==> src/tpc_defs.svh <==
// Register offsets, field positions, reset values and widths for the timer channel block.
`ifndef TPC_DEFS_SVH
`define TPC_DEFS_SVH
// Register offsets on the byte-wide register port.
`define TPC_ADDR_TCTRL 4'h0
`define TPC_ADDR_CNT_HI 4'h1
`define TPC_ADDR_CNT_LO 4'h2
`define TPC_ADDR_MOD_HI 4'h3
`define TPC_ADDR_MOD_LO 4'h4
`define TPC_ADDR_CHCTRL 4'h5
`define TPC_ADDR_CHV_HI 4'h6
`define TPC_ADDR_CHV_LO 4'h7
`define TPC_ADDR_IRQ_STAT 4'h8
`define TPC_ADDR_IRQ_MASK 4'h9
// Timer control fields.
`define TPC_TCTRL_CENTER_ALIGN_SELECT 5
`define TPC_TCTRL_CLKS_HI 4
`define TPC_TCTRL_CLKS_LO 3
`define TPC_TCTRL_PS_HI 2
`define TPC_TCTRL_PS_LO 0
// Channel control and status fields.
`define TPC_CH_FLAG 7
`define TPC_CH_IE 6
`define TPC_CH_MS_HI 5
`define TPC_CH_MS_LO 4
`define TPC_CH_ELS_HI 3
`define TPC_CH_ELS_LO 2
// Interrupt status and mask bits.
`define TPC_IRQ_CH 0
`define TPC_IRQ_OVF 1
// Reset values and the top count used when the modulo is zero.
`define TPC_RST_BYTE 8'h00
`define TPC_RST_WORD 16'h0000
`define TPC_TOP_FULL 16'hFFFF
`endif

==> src/tpc_pkg.sv <==
// Types shared by the timer channel block.
package tpc_pkg;
    typedef enum logic [2:0] {
        TPC_MODE_CAPTURE = 3'b000,
        TPC_MODE_COMPARE = 3'b001,
        TPC_MODE_EPWM = 3'b010,
        TPC_MODE_CPWM = 3'b011
    } tpc_mode_t;
endpackage

==> src/tpc_timer.sv <==
// Timer with one capture, compare and PWM channel, byte-wide registers and interrupts.
`timescale 1ns/1ns
`include "tpc_defs.svh"
module tpc_timer
    import tpc_pkg::*;
(
    // Clock and reset.
    input wire logic clk_i,
    input wire logic rstn_i,
    // Register port.
    input wire logic [3:0] addr_i,
    input wire logic [7:0] wdata_i,
    input wire logic wr_i,
    input wire logic rd_i,
    output logic [7:0] rdata_o,
    // Channel pin.
    input wire logic ch_pin_i,
    output logic ch_pin_o,
    output logic ch_pin_oe_o,
    // Interrupts.
    output logic ch_irq_o,
    output logic irq_o
);

    // ****************************************************************
    // Registers and decode
    // ****************************************************************
    logic [15:0] mod_reg, cnt_reg, cnt_next, top, chv_reg, wbuf_reg, rbuf_reg;
    logic [7:0] tctrl_reg, rdata_reg;
    logic [6:0] pre_reg, pre_mask;
    logic [3:0] chctrl_reg;
    logic [1:0] irq_stat_reg, irq_mask_reg, els, ms;
    logic dir_up_reg, dir_up_next, tick, tof, cnt_wr, flag_reg, flag_arm_reg;
    logic whi_reg, wlo_reg, load_ok, load, rlat_reg, rfirst_hi_reg;
    logic pin_prev_reg, pin_reg, oe_reg, ch_irq_reg, irq_reg, center_align_select;
    logic match, cap_ev, ch_ev, wr_chctrl, rd_vhi, rd_vlo, wr_vhi, wr_vlo;
    tpc_mode_t mode;

    assign els = chctrl_reg[1:0];
    assign ms = chctrl_reg[3:2];
    assign center_align_select = tctrl_reg[`TPC_TCTRL_CENTER_ALIGN_SELECT];
    assign wr_chctrl = wr_i && (addr_i == `TPC_ADDR_CHCTRL);
    assign rd_vhi = rd_i && (addr_i == `TPC_ADDR_CHV_HI);
    assign rd_vlo = rd_i && (addr_i == `TPC_ADDR_CHV_LO);
    assign wr_vhi = wr_i && (addr_i == `TPC_ADDR_CHV_HI);
    assign wr_vlo = wr_i && (addr_i == `TPC_ADDR_CHV_LO);
    assign cnt_wr = wr_i && (addr_i == `TPC_ADDR_CNT_HI || addr_i == `TPC_ADDR_CNT_LO);

    // Center select overrides the per-channel mode bits.
    always_comb begin
        if (center_align_select) begin
            mode = TPC_MODE_CPWM;
        end else if (ms[1]) begin
            mode = TPC_MODE_EPWM;
        end else if (ms[0]) begin
            mode = TPC_MODE_COMPARE;
        end else begin
            mode = TPC_MODE_CAPTURE;
        end
    end

    // ****************************************************************
    // Main counter
    // ****************************************************************
    assign top = (mod_reg == `TPC_RST_WORD) ? `TPC_TOP_FULL : mod_reg;
    assign pre_mask = 7'((8'h01 << tctrl_reg[`TPC_TCTRL_PS_HI:`TPC_TCTRL_PS_LO]) - 8'h01);
    assign tick = (tctrl_reg[`TPC_TCTRL_CLKS_HI:`TPC_TCTRL_CLKS_LO] != 2'h0) && ((pre_reg & pre_mask) == pre_mask);

    always_comb begin
        cnt_next = cnt_reg;
        dir_up_next = dir_up_reg;
        tof = 1'b0;
        if (cnt_wr) begin
            cnt_next = `TPC_RST_WORD;
            dir_up_next = 1'b1;
        end else if (tick && center_align_select) begin
            if (dir_up_reg) begin
                if (cnt_reg == top) begin
                    cnt_next = cnt_reg - 16'h0001;
                    dir_up_next = 1'b0;
                    tof = 1'b1;
                end else begin
                    cnt_next = cnt_reg + 16'h0001;
                end
            end else if (cnt_reg == `TPC_RST_WORD) begin
                cnt_next = 16'h0001;
                dir_up_next = 1'b1;
            end else begin
                cnt_next = cnt_reg - 16'h0001;
            end
        end else if (tick) begin
            dir_up_next = 1'b1;
            if (cnt_reg == top) begin
                cnt_next = `TPC_RST_WORD;
                tof = 1'b1;
            end else begin
                cnt_next = cnt_reg + 16'h0001;
            end
        end
    end

    always_ff @(posedge clk_i) begin
        if (!rstn_i) begin
            cnt_reg <= `TPC_RST_WORD;
            dir_up_reg <= 1'b1;
            pre_reg <= 7'h00;
        end else begin
            cnt_reg <= cnt_next;
            dir_up_reg <= dir_up_next;
            pre_reg <= (cnt_wr || tctrl_reg[`TPC_TCTRL_CLKS_HI:`TPC_TCTRL_CLKS_LO] == 2'h0) ? 7'h00 : pre_reg + 7'h01;
        end
    end

    // Match is taken against the next count so the action lands with the new value.
    assign match = tick && !cnt_wr && (cnt_next == chv_reg);

    // ****************************************************************
    // Channel events and flag
    // ****************************************************************
    assign cap_ev = (mode == TPC_MODE_CAPTURE) && ((els[0] && ch_pin_i && !pin_prev_reg) ||
        (els[1] && !ch_pin_i && pin_prev_reg));
    assign ch_ev = cap_ev || (match && mode != TPC_MODE_CAPTURE);

    always_ff @(posedge clk_i) begin
        if (!rstn_i) begin
            pin_prev_reg <= 1'b0;
        end else begin
            pin_prev_reg <= ch_pin_i;
        end
    end

    // A new event wins over the clear and restarts the clearing sequence.
    always_ff @(posedge clk_i) begin
        if (!rstn_i) begin
            flag_reg <= 1'b0;
            flag_arm_reg <= 1'b0;
        end else if (ch_ev) begin
            flag_reg <= 1'b1;
            flag_arm_reg <= 1'b0;
        end else if (wr_chctrl && flag_arm_reg && !wdata_i[`TPC_CH_FLAG]) begin
            flag_reg <= 1'b0;
            flag_arm_reg <= 1'b0;
        end else if (rd_i && addr_i == `TPC_ADDR_CHCTRL && flag_reg) begin
            flag_arm_reg <= 1'b1;
        end
    end

    // ****************************************************************
    // Channel value and byte coherency
    // ****************************************************************
    assign load_ok = (mode == TPC_MODE_COMPARE) || (mode == TPC_MODE_EPWM && tick && cnt_next == `TPC_RST_WORD) ||
        (mode == TPC_MODE_CPWM && tof);
    assign load = whi_reg && wlo_reg && load_ok && mode != TPC_MODE_CAPTURE;

    always_ff @(posedge clk_i) begin
        if (!rstn_i) begin
            chv_reg <= `TPC_RST_WORD;
        end else if (cap_ev) begin
            chv_reg <= cnt_reg;
        end else if (mode == TPC_MODE_CAPTURE && wr_vhi) begin
            chv_reg[15:8] <= wdata_i;
        end else if (mode == TPC_MODE_CAPTURE && wr_vlo) begin
            chv_reg[7:0] <= wdata_i;
        end else if (load) begin
            chv_reg <= wbuf_reg;
        end
    end

    // Write pairing: either order, cancelled by a control write.
    always_ff @(posedge clk_i) begin
        if (!rstn_i) begin
            wbuf_reg <= `TPC_RST_WORD;
            whi_reg <= 1'b0;
            wlo_reg <= 1'b0;
        end else if (wr_chctrl || mode == TPC_MODE_CAPTURE) begin
            whi_reg <= 1'b0;
            wlo_reg <= 1'b0;
        end else if (wr_vhi) begin
            wbuf_reg[15:8] <= wdata_i;
            whi_reg <= 1'b1;
            wlo_reg <= wlo_reg && !load;
        end else if (wr_vlo) begin
            wbuf_reg[7:0] <= wdata_i;
            wlo_reg <= 1'b1;
            whi_reg <= whi_reg && !load;
        end else if (load) begin
            whi_reg <= 1'b0;
            wlo_reg <= 1'b0;
        end
    end

    // Read latch: the first byte read freezes both, the other byte releases.
    always_ff @(posedge clk_i) begin
        if (!rstn_i) begin
            rbuf_reg <= `TPC_RST_WORD;
            rlat_reg <= 1'b0;
            rfirst_hi_reg <= 1'b0;
        end else if (wr_chctrl) begin
            rlat_reg <= 1'b0;
        end else if (mode == TPC_MODE_CAPTURE && (rd_vhi || rd_vlo)) begin
            if (!rlat_reg) begin
                rbuf_reg <= chv_reg;
                rlat_reg <= 1'b1;
                rfirst_hi_reg <= rd_vhi;
            end else if (rd_vhi != rfirst_hi_reg) begin
                rlat_reg <= 1'b0;
            end
        end
    end

    // ****************************************************************
    // Pin output
    // ****************************************************************
    always_ff @(posedge clk_i) begin
        if (!rstn_i) begin
            pin_reg <= 1'b0;
        end else begin
            case (mode)
                TPC_MODE_COMPARE: begin
                    if (match && els == 2'h1) begin
                        pin_reg <= !pin_reg;
                    end else if (match && els[1]) begin
                        pin_reg <= els[0];
                    end
                end
                TPC_MODE_EPWM: begin
                    // Match wins over the wrap so a zero value gives zero duty.
                    if (match) begin
                        pin_reg <= els[0];
                    end else if (tof) begin
                        pin_reg <= !els[0];
                    end
                end
                TPC_MODE_CPWM: begin
                    if (match) begin
                        pin_reg <= dir_up_next ? els[0] : !els[0];
                    end
                end
                default: begin
                    pin_reg <= pin_reg;
                end
            endcase
        end
    end

    always_ff @(posedge clk_i) begin
        if (!rstn_i) begin
            oe_reg <= 1'b0;
        end else begin
            oe_reg <= (els != 2'h0) && (mode != TPC_MODE_CAPTURE);
        end
    end

    // ****************************************************************
    // Register writes and interrupts
    // ****************************************************************
    always_ff @(posedge clk_i) begin
        if (!rstn_i) begin
            tctrl_reg <= `TPC_RST_BYTE;
            mod_reg <= `TPC_RST_WORD;
            chctrl_reg <= 4'h0;
            irq_mask_reg <= 2'h0;
        end else if (wr_i) begin
            case (addr_i)
                `TPC_ADDR_TCTRL: tctrl_reg <= {2'h0, wdata_i[5:0]};
                `TPC_ADDR_MOD_HI: mod_reg[15:8] <= wdata_i;
                `TPC_ADDR_MOD_LO: mod_reg[7:0] <= wdata_i;
                `TPC_ADDR_CHCTRL: chctrl_reg <= {wdata_i[`TPC_CH_MS_HI:`TPC_CH_MS_LO],
                    wdata_i[`TPC_CH_ELS_HI:`TPC_CH_ELS_LO]};
                `TPC_ADDR_IRQ_MASK: irq_mask_reg <= wdata_i[1:0];
                default: irq_mask_reg <= irq_mask_reg;
            endcase
        end
    end

    logic ie_reg;
    always_ff @(posedge clk_i) begin
        if (!rstn_i) begin
            ie_reg <= 1'b0;
        end else if (wr_chctrl) begin
            ie_reg <= wdata_i[`TPC_CH_IE];
        end
    end

    // Sticky status; a new event wins over a write-one clear.
    always_ff @(posedge clk_i) begin
        if (!rstn_i) begin
            irq_stat_reg <= 2'h0;
        end else begin
            irq_stat_reg <= (irq_stat_reg & ~((wr_i && addr_i == `TPC_ADDR_IRQ_STAT) ? wdata_i[1:0] : 2'h0)) |
                {tof, ch_ev};
        end
    end

    always_ff @(posedge clk_i) begin
        if (!rstn_i) begin
            ch_irq_reg <= 1'b0;
            irq_reg <= 1'b0;
        end else begin
            ch_irq_reg <= flag_reg && ie_reg;
            irq_reg <= |(irq_stat_reg & irq_mask_reg);
        end
    end

    // ****************************************************************
    // Read data
    // ****************************************************************
    always_ff @(posedge clk_i) begin
        if (!rstn_i) begin
            rdata_reg <= `TPC_RST_BYTE;
        end else if (rd_i) begin
            case (addr_i)
                `TPC_ADDR_TCTRL: rdata_reg <= tctrl_reg;
                `TPC_ADDR_CNT_HI: rdata_reg <= cnt_reg[15:8];
                `TPC_ADDR_CNT_LO: rdata_reg <= cnt_reg[7:0];
                `TPC_ADDR_MOD_HI: rdata_reg <= mod_reg[15:8];
                `TPC_ADDR_MOD_LO: rdata_reg <= mod_reg[7:0];
                `TPC_ADDR_CHCTRL: rdata_reg <= {flag_reg, ie_reg, chctrl_reg, 2'h0};
                `TPC_ADDR_CHV_HI: rdata_reg <= rlat_reg ? rbuf_reg[15:8] : chv_reg[15:8];
                `TPC_ADDR_CHV_LO: rdata_reg <= rlat_reg ? rbuf_reg[7:0] : chv_reg[7:0];
                `TPC_ADDR_IRQ_STAT: rdata_reg <= {6'h00, irq_stat_reg};
                `TPC_ADDR_IRQ_MASK: rdata_reg <= {6'h00, irq_mask_reg};
                default: rdata_reg <= `TPC_RST_BYTE;
            endcase
        end
    end

    assign rdata_o = rdata_reg;
    assign ch_pin_o = pin_reg;
    assign ch_pin_oe_o = oe_reg;
    assign ch_irq_o = ch_irq_reg;
    assign irq_o = irq_reg;
endmodule

==> config.mk <==
export PLATFORM = sky130hd
export DESIGN_NAME = tpc_timer
export DESIGN_NICKNAME = d
export VERILOG_FILES = /design/src/tpc_pkg.sv /design/src/tpc_timer.sv
export VERILOG_INCLUDE_DIRS = /design/src
export SDC_FILE = /design/constraint.sdc
export NUM_CORES = 1
export LEC_CHECK = 0
export BUFFER_PORTS_ARGS = -buffer_cell sky130_fd_sc_hd__buf_2
export CORE_ASPECT_RATIO = 1.25
export CORE_UTILIZATION = 50
export DETAILED_ROUTE_END_ITERATION = 10
export PLACE_DENSITY = 0.71
export SLEW_MARGIN = 20
export SYNTH_ARGS = -nofsm -noshare
export SYNTH_HDL_FRONTEND = slang
export SYNTH_SLANG_ARGS = --single-unit
==> constraint.sdc <==
create_clock -name clk_i -period 3.6 [get_ports clk_i]
set_input_delay 0.18 -clock clk_i [delete_from_list [all_inputs] [get_ports clk_i]]
set_output_delay 0.18 -clock clk_i [all_outputs]
set_load 0.02 [all_outputs]
# Word level (Yosys, flattened, before mapping)
# Index checks and enable logic that the tools add are counted.
[totals] reg_bits=122 input_bits=17 word_cells=193
[op_classes] n_addsub=4 n_eq_ne=22 shifts=1 n_mux=48 bitwise=10 n_reduce_logical=81
[op_table] op="16-bit two-way mux" n=10
[op_table] op="8-bit case mux with 10 select lines" n=1
[op_table] op="16-bit zero test" n=3
[op_table] op="8-bit two-way mux" n=6
[op_table] op="1-bit logical AND" n=36
[op_table] op="16-bit equality test" n=2
[op_table] op="1-bit two-way mux" n=27
[op_table] op="16-bit by 1-bit adder with 16-bit output (second input constant)" n=1
[op_table] op="4-bit by 3-bit equality test with 1-bit output (second input constant)" n=4
[op_table] op="2-bit AND reduction" n=8
[op_table] op="16-bit by 1-bit subtractor with 16-bit output (second input constant)" n=1
[op_table] op="3-bit nonzero test" n=5
[op_table] op="4-bit by 2-bit equality test with 1-bit output (second input constant)" n=2
[op_table] op="4-bit equality test (second input constant)" n=2
[op_table] op="1-bit logical OR" n=8
[op_table] op="2-bit OR reduction" n=4
[op_table] op="7-bit by 1-bit adder with 7-bit output (second input constant)" n=1
[op_table] op="7-bit AND" n=1
[op_table] op="7-bit equality test" n=1
[op_table] op="1-bit zero test" n=7
[op_table] op="1-bit by 3-bit << shifter with 7-bit output (first input constant)" n=1
[op_table] op="7-bit by 1-bit subtractor with 7-bit output (second input constant)" n=1
[op_table] op="3-bit by 2-bit equality test with 1-bit output (second input constant)" n=2
[op_table] op="2-bit two-way mux" n=3
[op_table] op="19 further kinds" n=29

# Longest topological paths before layout
[logic_depth] depth_word=18 ltp_mapped=17 depth_no_buf=14

# Least setup slack after synthesis
# OpenSTA, ideal clock, no wires.
[synth_timing] kind="register to register" from="register tctrl_reg[1]" to="register wlo_reg" arrival_ps=3372 required_time_ps=3484 slack_ps=112 stages_incl_launch_ff=16 n_path_buf=4 synth_period_minus_slack_ps=3488 path_cell_list="dfxtp_1 -> clkbuf_1 -> or3_1 -> ha_1 -> o22ai_1 -> a311o_1 -> buf_2 -> nor3_4 -> buf_4 -> o21ai_0 -> a31oi_1 -> o2111ai_1 -> nor4_4 -> buf_6 -> o21ai_1 -> and3_1"
[synth_between] elab_chain_cells=17
[synth_rtl] item="start, declared" line_no="tpc_timer.sv:29" rtl="logic [7:0] tctrl_reg, rdata_reg;"
[synth_rtl] item="start signal, assigned" line_no="tpc_timer.sv:259" rtl="tctrl_reg <= `TPC_RST_BYTE;"
[synth_rtl] item="start signal, assigned" line_no="tpc_timer.sv:265" rtl="`TPC_ADDR_TCTRL: tctrl_reg <= {2'h0, wdata_i[5:0]};"
[synth_rtl] item="1-bit by 3-bit << shifter with 7-bit output (*)" line_no="tpc_timer.sv:66" rtl="assign pre_mask = 7'((8'h01 << tctrl_reg[`TPC_TCTRL_PS_HI:`TPC_TCTRL_PS_LO]) - 8'h01);"
[synth_rtl] item="7-bit by 1-bit subtractor with 7-bit output (*)" line_no="tpc_timer.sv:66"
[synth_rtl] item="7-bit AND" line_no="tpc_timer.sv:67" rtl="assign tick = (tctrl_reg[`TPC_TCTRL_CLKS_HI:`TPC_TCTRL_CLKS_LO] != 2'h0) && ((pre_reg & pre_mask) == pre_mask) ..."
[synth_rtl] item="7-bit equality test (*)" line_no="tpc_timer.sv:67"
[synth_rtl] item="1-bit logical AND (*)" line_no="tpc_timer.sv:67"
[synth_rtl] item="16-bit two-way mux / 1-bit logical AND (equally long branches)" line_no="tpc_timer.sv:91, tpc_timer.sv:76"
[synth_rtl] item="16-bit two-way mux" line_no="tpc_timer.sv:76" rtl="end else if (tick && center_align_select) begin"
[synth_rtl] item="16-bit two-way mux" line_no="tpc_timer.sv:73" rtl="if (cnt_wr) begin"
[synth_rtl] item="16-bit zero test (no source line)"
[synth_rtl] item="1-bit logical AND (no source line)"
[synth_rtl] item="1-bit logical OR" line_no="tpc_timer.sv:151" rtl="assign load_ok = (mode == TPC_MODE_COMPARE) || (mode == TPC_MODE_EPWM && tick && cnt_next == `TPC_RST_WORD) ||"
[synth_rtl] item="1-bit logical OR (*)" line_no="tpc_timer.sv:151"
[synth_rtl] item="1-bit logical AND (*) (2 in a row)" line_no="tpc_timer.sv:153" rtl="assign load = whi_reg && wlo_reg && load_ok && mode != TPC_MODE_CAPTURE;"
[synth_rtl] item="1-bit zero test" line_no="tpc_timer.sv:181" rtl="wlo_reg <= wlo_reg && !load;"
[synth_rtl] item="1-bit logical AND" line_no="tpc_timer.sv:181"
[synth_rtl] item="1-bit two-way mux" line_no="tpc_timer.sv:178" rtl="end else if (wr_vhi) begin"
[synth_rtl] item="end signal, assigned" line_no="tpc_timer.sv:181"
[synth_rtl] item="end, declared" line_no="tpc_timer.sv:34" rtl="logic whi_reg, wlo_reg, load_ok, load, rlat_reg, rfirst_hi_reg;"
# Every way passes the cells marked *; elsewhere a longest branch is shown, timed or not.
# A chain may end at the register's enable or synchronous reset.

# Worst setup path in the final report
[layout_timing] from="register tctrl_reg[0]" to="register whi_reg"
[layout_between] elab_chain_cells=18
[layout_rtl] item="1-bit by 3-bit << shifter with 7-bit output (*)" line_no="tpc_timer.sv:66"
[layout_rtl] item="7-bit by 1-bit subtractor with 7-bit output (*)" line_no="tpc_timer.sv:66"
[layout_rtl] item="7-bit AND" line_no="tpc_timer.sv:67"
[layout_rtl] item="7-bit equality test (*)" line_no="tpc_timer.sv:67"
[layout_rtl] item="1-bit logical AND (*)" line_no="tpc_timer.sv:67"
[layout_rtl] item="16-bit two-way mux / 1-bit logical AND (equally long branches)" line_no="tpc_timer.sv:91, tpc_timer.sv:76"
[layout_rtl] item="16-bit two-way mux" line_no="tpc_timer.sv:76"
[layout_rtl] item="16-bit two-way mux" line_no="tpc_timer.sv:73"
[layout_rtl] item="16-bit zero test (no source line)"
[layout_rtl] item="1-bit logical AND (no source line)"
[layout_rtl] item="1-bit logical OR" line_no="tpc_timer.sv:151"
[layout_rtl] item="1-bit logical OR (*)" line_no="tpc_timer.sv:151"
[layout_rtl] item="1-bit logical AND (*) (2 in a row)" line_no="tpc_timer.sv:153"
[layout_rtl] item="1-bit zero test" line_no="tpc_timer.sv:185" rtl="whi_reg <= whi_reg && !load;"
[layout_rtl] item="1-bit logical AND" line_no="tpc_timer.sv:185"
[layout_rtl] item="1-bit two-way mux" line_no="tpc_timer.sv:182" rtl="end else if (wr_vlo) begin"
[layout_rtl] item="1-bit two-way mux" line_no="tpc_timer.sv:178"
[layout_rtl] item="end signal, assigned" line_no="tpc_timer.sv:185"
[layout_rtl] item="end, declared" line_no="tpc_timer.sv:34"
# Marked as above.

==> reports/summary.log <==
INFO  run_status     run_status=complete, but fails checks
INFO  run_status     violations=setup timing
INFO  sta            rsz0062_at_grt=true
INFO  route          wire_per_inst=26.42µm
INFO  layout         utilization=66.96%
INFO  sta            final_total_negative_setup_slack=-1.578ns
INFO  route          antenna_left=0
INFO  setup_path     worst-setup-path-type=reg2reg
INFO  sta            layout_min_cycle_time=3.700ns
INFO  yosys          synthesis.area=0.008521mm²
INFO  placement      io_buffer_count=28
INFO  sta            final_hold_viol_count=0
INFO  cts            total_of_hold_buffers_inserted_after_clock_tree_synthesis=0
INFO  yosys          post_synth_inst_count=1089
INFO  global_route   grt_max_degree=46
INFO  route          drt_first_iter_violations=1127
INFO  yosys          synth_enable_flop_cells=0
INFO  min_path       hp-class=in2reg
INFO  placement      gp_congestion=1.055
INFO  global_route   grt_pass1_wl=58370µm
INFO  setup_path     cp.required=3.91ns
INFO  yosys          synth_cell_types=88
INFO  cts            htree_num_levels=4
INFO  route          final_wirelength=39340µm
INFO  yosys          postSynthNetCount=1110
INFO  sta            final_min_period_over_clock_period=102.8%
INFO  sta            fmaxAchievable=0.2703GHz
INFO  floorplanning  initial_core_utilization=50.79%
INFO  setup_path     crit_path_end_kind=flip-flop
INFO  layout         final_net_count=1277
INFO  power          pwr-share-comb=18.7%
INFO  power          cellPowerDensity=346.8mW/mm²
INFO  power          sequentialPowerShare=35.3%
INFO  cts            tritoncts.num_buffers=17
INFO  setup_path     critical_path_arrival=4.01ns
INFO  cts            root_buffer=sky130_fd_sc_hd__clkbuf_16
INFO  placement      place.detailed.hpwl=28480µm
INFO  sta            setup-violations-final=23
INFO  sta            skew=0.009951ns
INFO  floorplanning  floorplan.rows=53
INFO  yosys          share_of_the_synthesized_area_in_the_top_cell_type=28.66%
INFO  setup_path     worstPathMaxFanout=14
INFO  sta            fin_ws=-0.09999ns
INFO  cts            tritoncts_num_sinks=122
INFO  cts            tritoncts_clock_tree=built
INFO  floorplanning  dieArea=0.01757mm²
INFO  yosys          synth.ff_latch_count=122
INFO  yosys          synthFlopType=sky130_fd_sc_hd__dfxtp_1
INFO  cts            clk_pin_slew=0.06ns
INFO  global_route   first_global_vias=9542
INFO  sta            worstMarginPinSlew=0.7369ns
INFO  yosys          postSynthAreaPerCell=7.824µm²
INFO  power          power_leakage=4.539nW
INFO  layout         area_growth_from_synthesis_to_final_layout=31.84%
INFO  job            drv.max_cap_violation_count=0
INFO  yosys          yosys_warnings=0
INFO  yosys          synth.area.top_cells=sky130_fd_sc_hd__dfxtp_1, sky130_fd_sc_hd__mux2i_1, sky130_fd_sc_hd__nand2_1
INFO  power          power.net_switching=0.001124W
INFO  power          pwr-share-clk=46.0%
INFO  yosys          seq_area_frac_synth=28.66%
INFO  yosys          synthDominantAreaCellType=sky130_fd_sc_hd__dfxtp_1
INFO  placement      pre_cts_setup_slack=-0.4187ns
INFO  power          peakVddDrop=0.4496mV
INFO  global_route   grt_usage=45.23%
INFO  layout         drive_above_1_share=30.02%
INFO  floorplanning  core_region_area=0.01678mm²
INFO  route          drc_errors=0
INFO  floorplanning  die_height=148.0µm
INFO  sta            max_slew_margin=50.81%
INFO  route          routed_via_density=6.688
INFO  global_route   grt_overflow=0
INFO  layout         diodes=0
INFO  floorplanning  ios=29
INFO  global_route   antenna_found_initial=0
INFO  route          detailroute.via_count=9958
INFO  yosys          ys_async_sr_fraction=0%
INFO  sta            fin_worst_hold_slack=0.02558ns
INFO  power          power.internal=0.002772W
INFO  cts            worst_skew_pair.late_latency=0.42ns
INFO  power          sw_frac_of_total=28.84%
INFO  floorplanning  dieWidth=118.8µm
INFO  cts            max-clock-path-buffers=2
INFO  setup_path     worstSetupStartpointType=flip-flop
INFO  sta            timing.final.max_slew_violations=0
INFO  route          drt_pre_antenna_iters=5
-- kinds of logic after synthesis --
family	Yosys count	share of synthesized area, %
buf+inv	126	6.490
fa+ha+maj	4	0.5874
xor+xnor	48	4.934
flops	122	28.66
simple gates	419	25.40
mux	73	9.560
compound gates	297	24.36
-- metal layers --
| metal | GRT usage, % | vias to the layer above | part of all wire (%) |
|---|---|---|---|
| met5 | 0 | - | 0 |
| met4 | 36.14 | 0 | 9.1 |
| met3 | 10.69 | 210 | 9.1 |
| met2 | 74.65 | 625 | 46 |
| met1 | 49.82 | 4756 | 35 |
| li1 | - | 4367 | - |
-- power groups by stage --
stage | clock (W) | sequential (W) | combinational (W)
6_report | 0.00179 | 0.00137 | 0.000728
4_1_cts | 0.00180 | 0.00137 | 0.000691
3_5_place_dp | 0 | 0.00140 | 0.000651
3_3_place_gp | 0 | 0.00140 | 0.000652
2_1_floorplan | 0 | 0.00140 | 0.000366
5_1_grt | 0.00186 | 0.00138 | 0.000761
-- what timing repair did --
item | CTS | global route
pin swaps | 25 | 14
endpoints found under the setup margin | 22 | 23
setup buffers | 19 | 4
gates resized for setup | 61 | 25
gates cloned | 1 | 0
-- path summary, 6_finish.rpt --
| path | from | end | slack, ns | depth (start not counted) |
|---|---|---|---|---|
| hold / removal | ch_pin_i | pin_prev_reg | 0.03 | 2 |
| setup / recovery | tctrl_reg[0] | whi_reg | -0.1 | 16 |
| setup reg to reg | tctrl_reg[0] | whi_reg | -0.1 | 16 |
| hold reg to reg | rbuf_reg[13] | rbuf_reg[13] | 0.45 | 2 |
-- area by class of cell --
cell class | instances | area (µm²)
fillers | 1446 | 5544
repair buffers | 247 | 1914
clock buffers | 18 | 429.2
well taps | 220 | 275.3
multi-input cells | 842 | 5888
inverters | 26 | 97.59
clock inverters | 14 | 185.2
flip-flops and latches | 122 | 2444
-- cell usage after synthesis (all sizes together) (7+ instances only) --
| library cell | count |
|---|---|
| nand2 | 135 |
| dfxtp | 122 |
| nor2 | 95 |
| a21oi | 88 |
| clkbuf | 66 |
| mux2i | 60 |
| nand3 | 49 |
| o21ai | 47 |
| buf | 34 |
| xnor2 | 34 |
| nor3 | 29 |
| inv | 25 |
| nor4 | 21 |
| a41oi | 20 |
| or3 | 20 |
| a31oi | 17 |
| o211ai | 15 |
| and3 | 14 |
| xor2 | 14 |
| nand4 | 13 |
| a2111oi | 11 |
| o2111ai | 9 |
| nand2b | 8 |
| a221oi | 7 |
| a22oi | 7 |
| and2 | 7 |
| mux2 | 7 |
| o31ai | 7 |
-- cells in the final DEF (no fill, tap or decap), types with 27 or more instances in the layout --
cell type	n
sky130_fd_sc_hd__buf_4	204
sky130_fd_sc_hd__xnor2_1	34
sky130_fd_sc_hd__nor2_1	91
sky130_fd_sc_hd__nand2_1	135
sky130_fd_sc_hd__dfxtp_1	121
sky130_fd_sc_hd__mux2i_1	59
sky130_fd_sc_hd__a21oi_1	80
sky130_fd_sc_hd__nand3_1	46
sky130_fd_sc_hd__buf_2	28
sky130_fd_sc_hd__o21ai_0	27
-- critical path, cell delays in order, from the launching register on --
cell	delay [ns]
sky130_fd_sc_hd__dfxtp_2	0.32
sky130_fd_sc_hd__or3_4	0.39
sky130_fd_sc_hd__ha_4	0.29
sky130_fd_sc_hd__o22ai_4	0.08
sky130_fd_sc_hd__buf_4	0.15
sky130_fd_sc_hd__a311oi_2	0.23
sky130_fd_sc_hd__buf_4	0.21
sky130_fd_sc_hd__nand3_2	0.09
sky130_fd_sc_hd__buf_6	0.16
sky130_fd_sc_hd__buf_6	0.13
sky130_fd_sc_hd__buf_8	0.14
sky130_fd_sc_hd__o31ai_1	0.37
sky130_fd_sc_hd__o2111ai_2	0.25
sky130_fd_sc_hd__nor4_4	0.35
sky130_fd_sc_hd__buf_12	0.18
sky130_fd_sc_hd__o21ai_1	0.08
sky130_fd_sc_hd__and3_1	0.17
-- metrics by stage --
stage,instance area [µm²],power (W),std cells
after floorplan,8521,0.001763,1089
after global placement,10050,0.002055,1433
after detailed placement,10050,0.002054,1433
after CTS,11090,0.003861,1485
after global routing,11230,0.003992,1489
final,11230,0.003896,1489
Power figures use the tool's default switching activity.
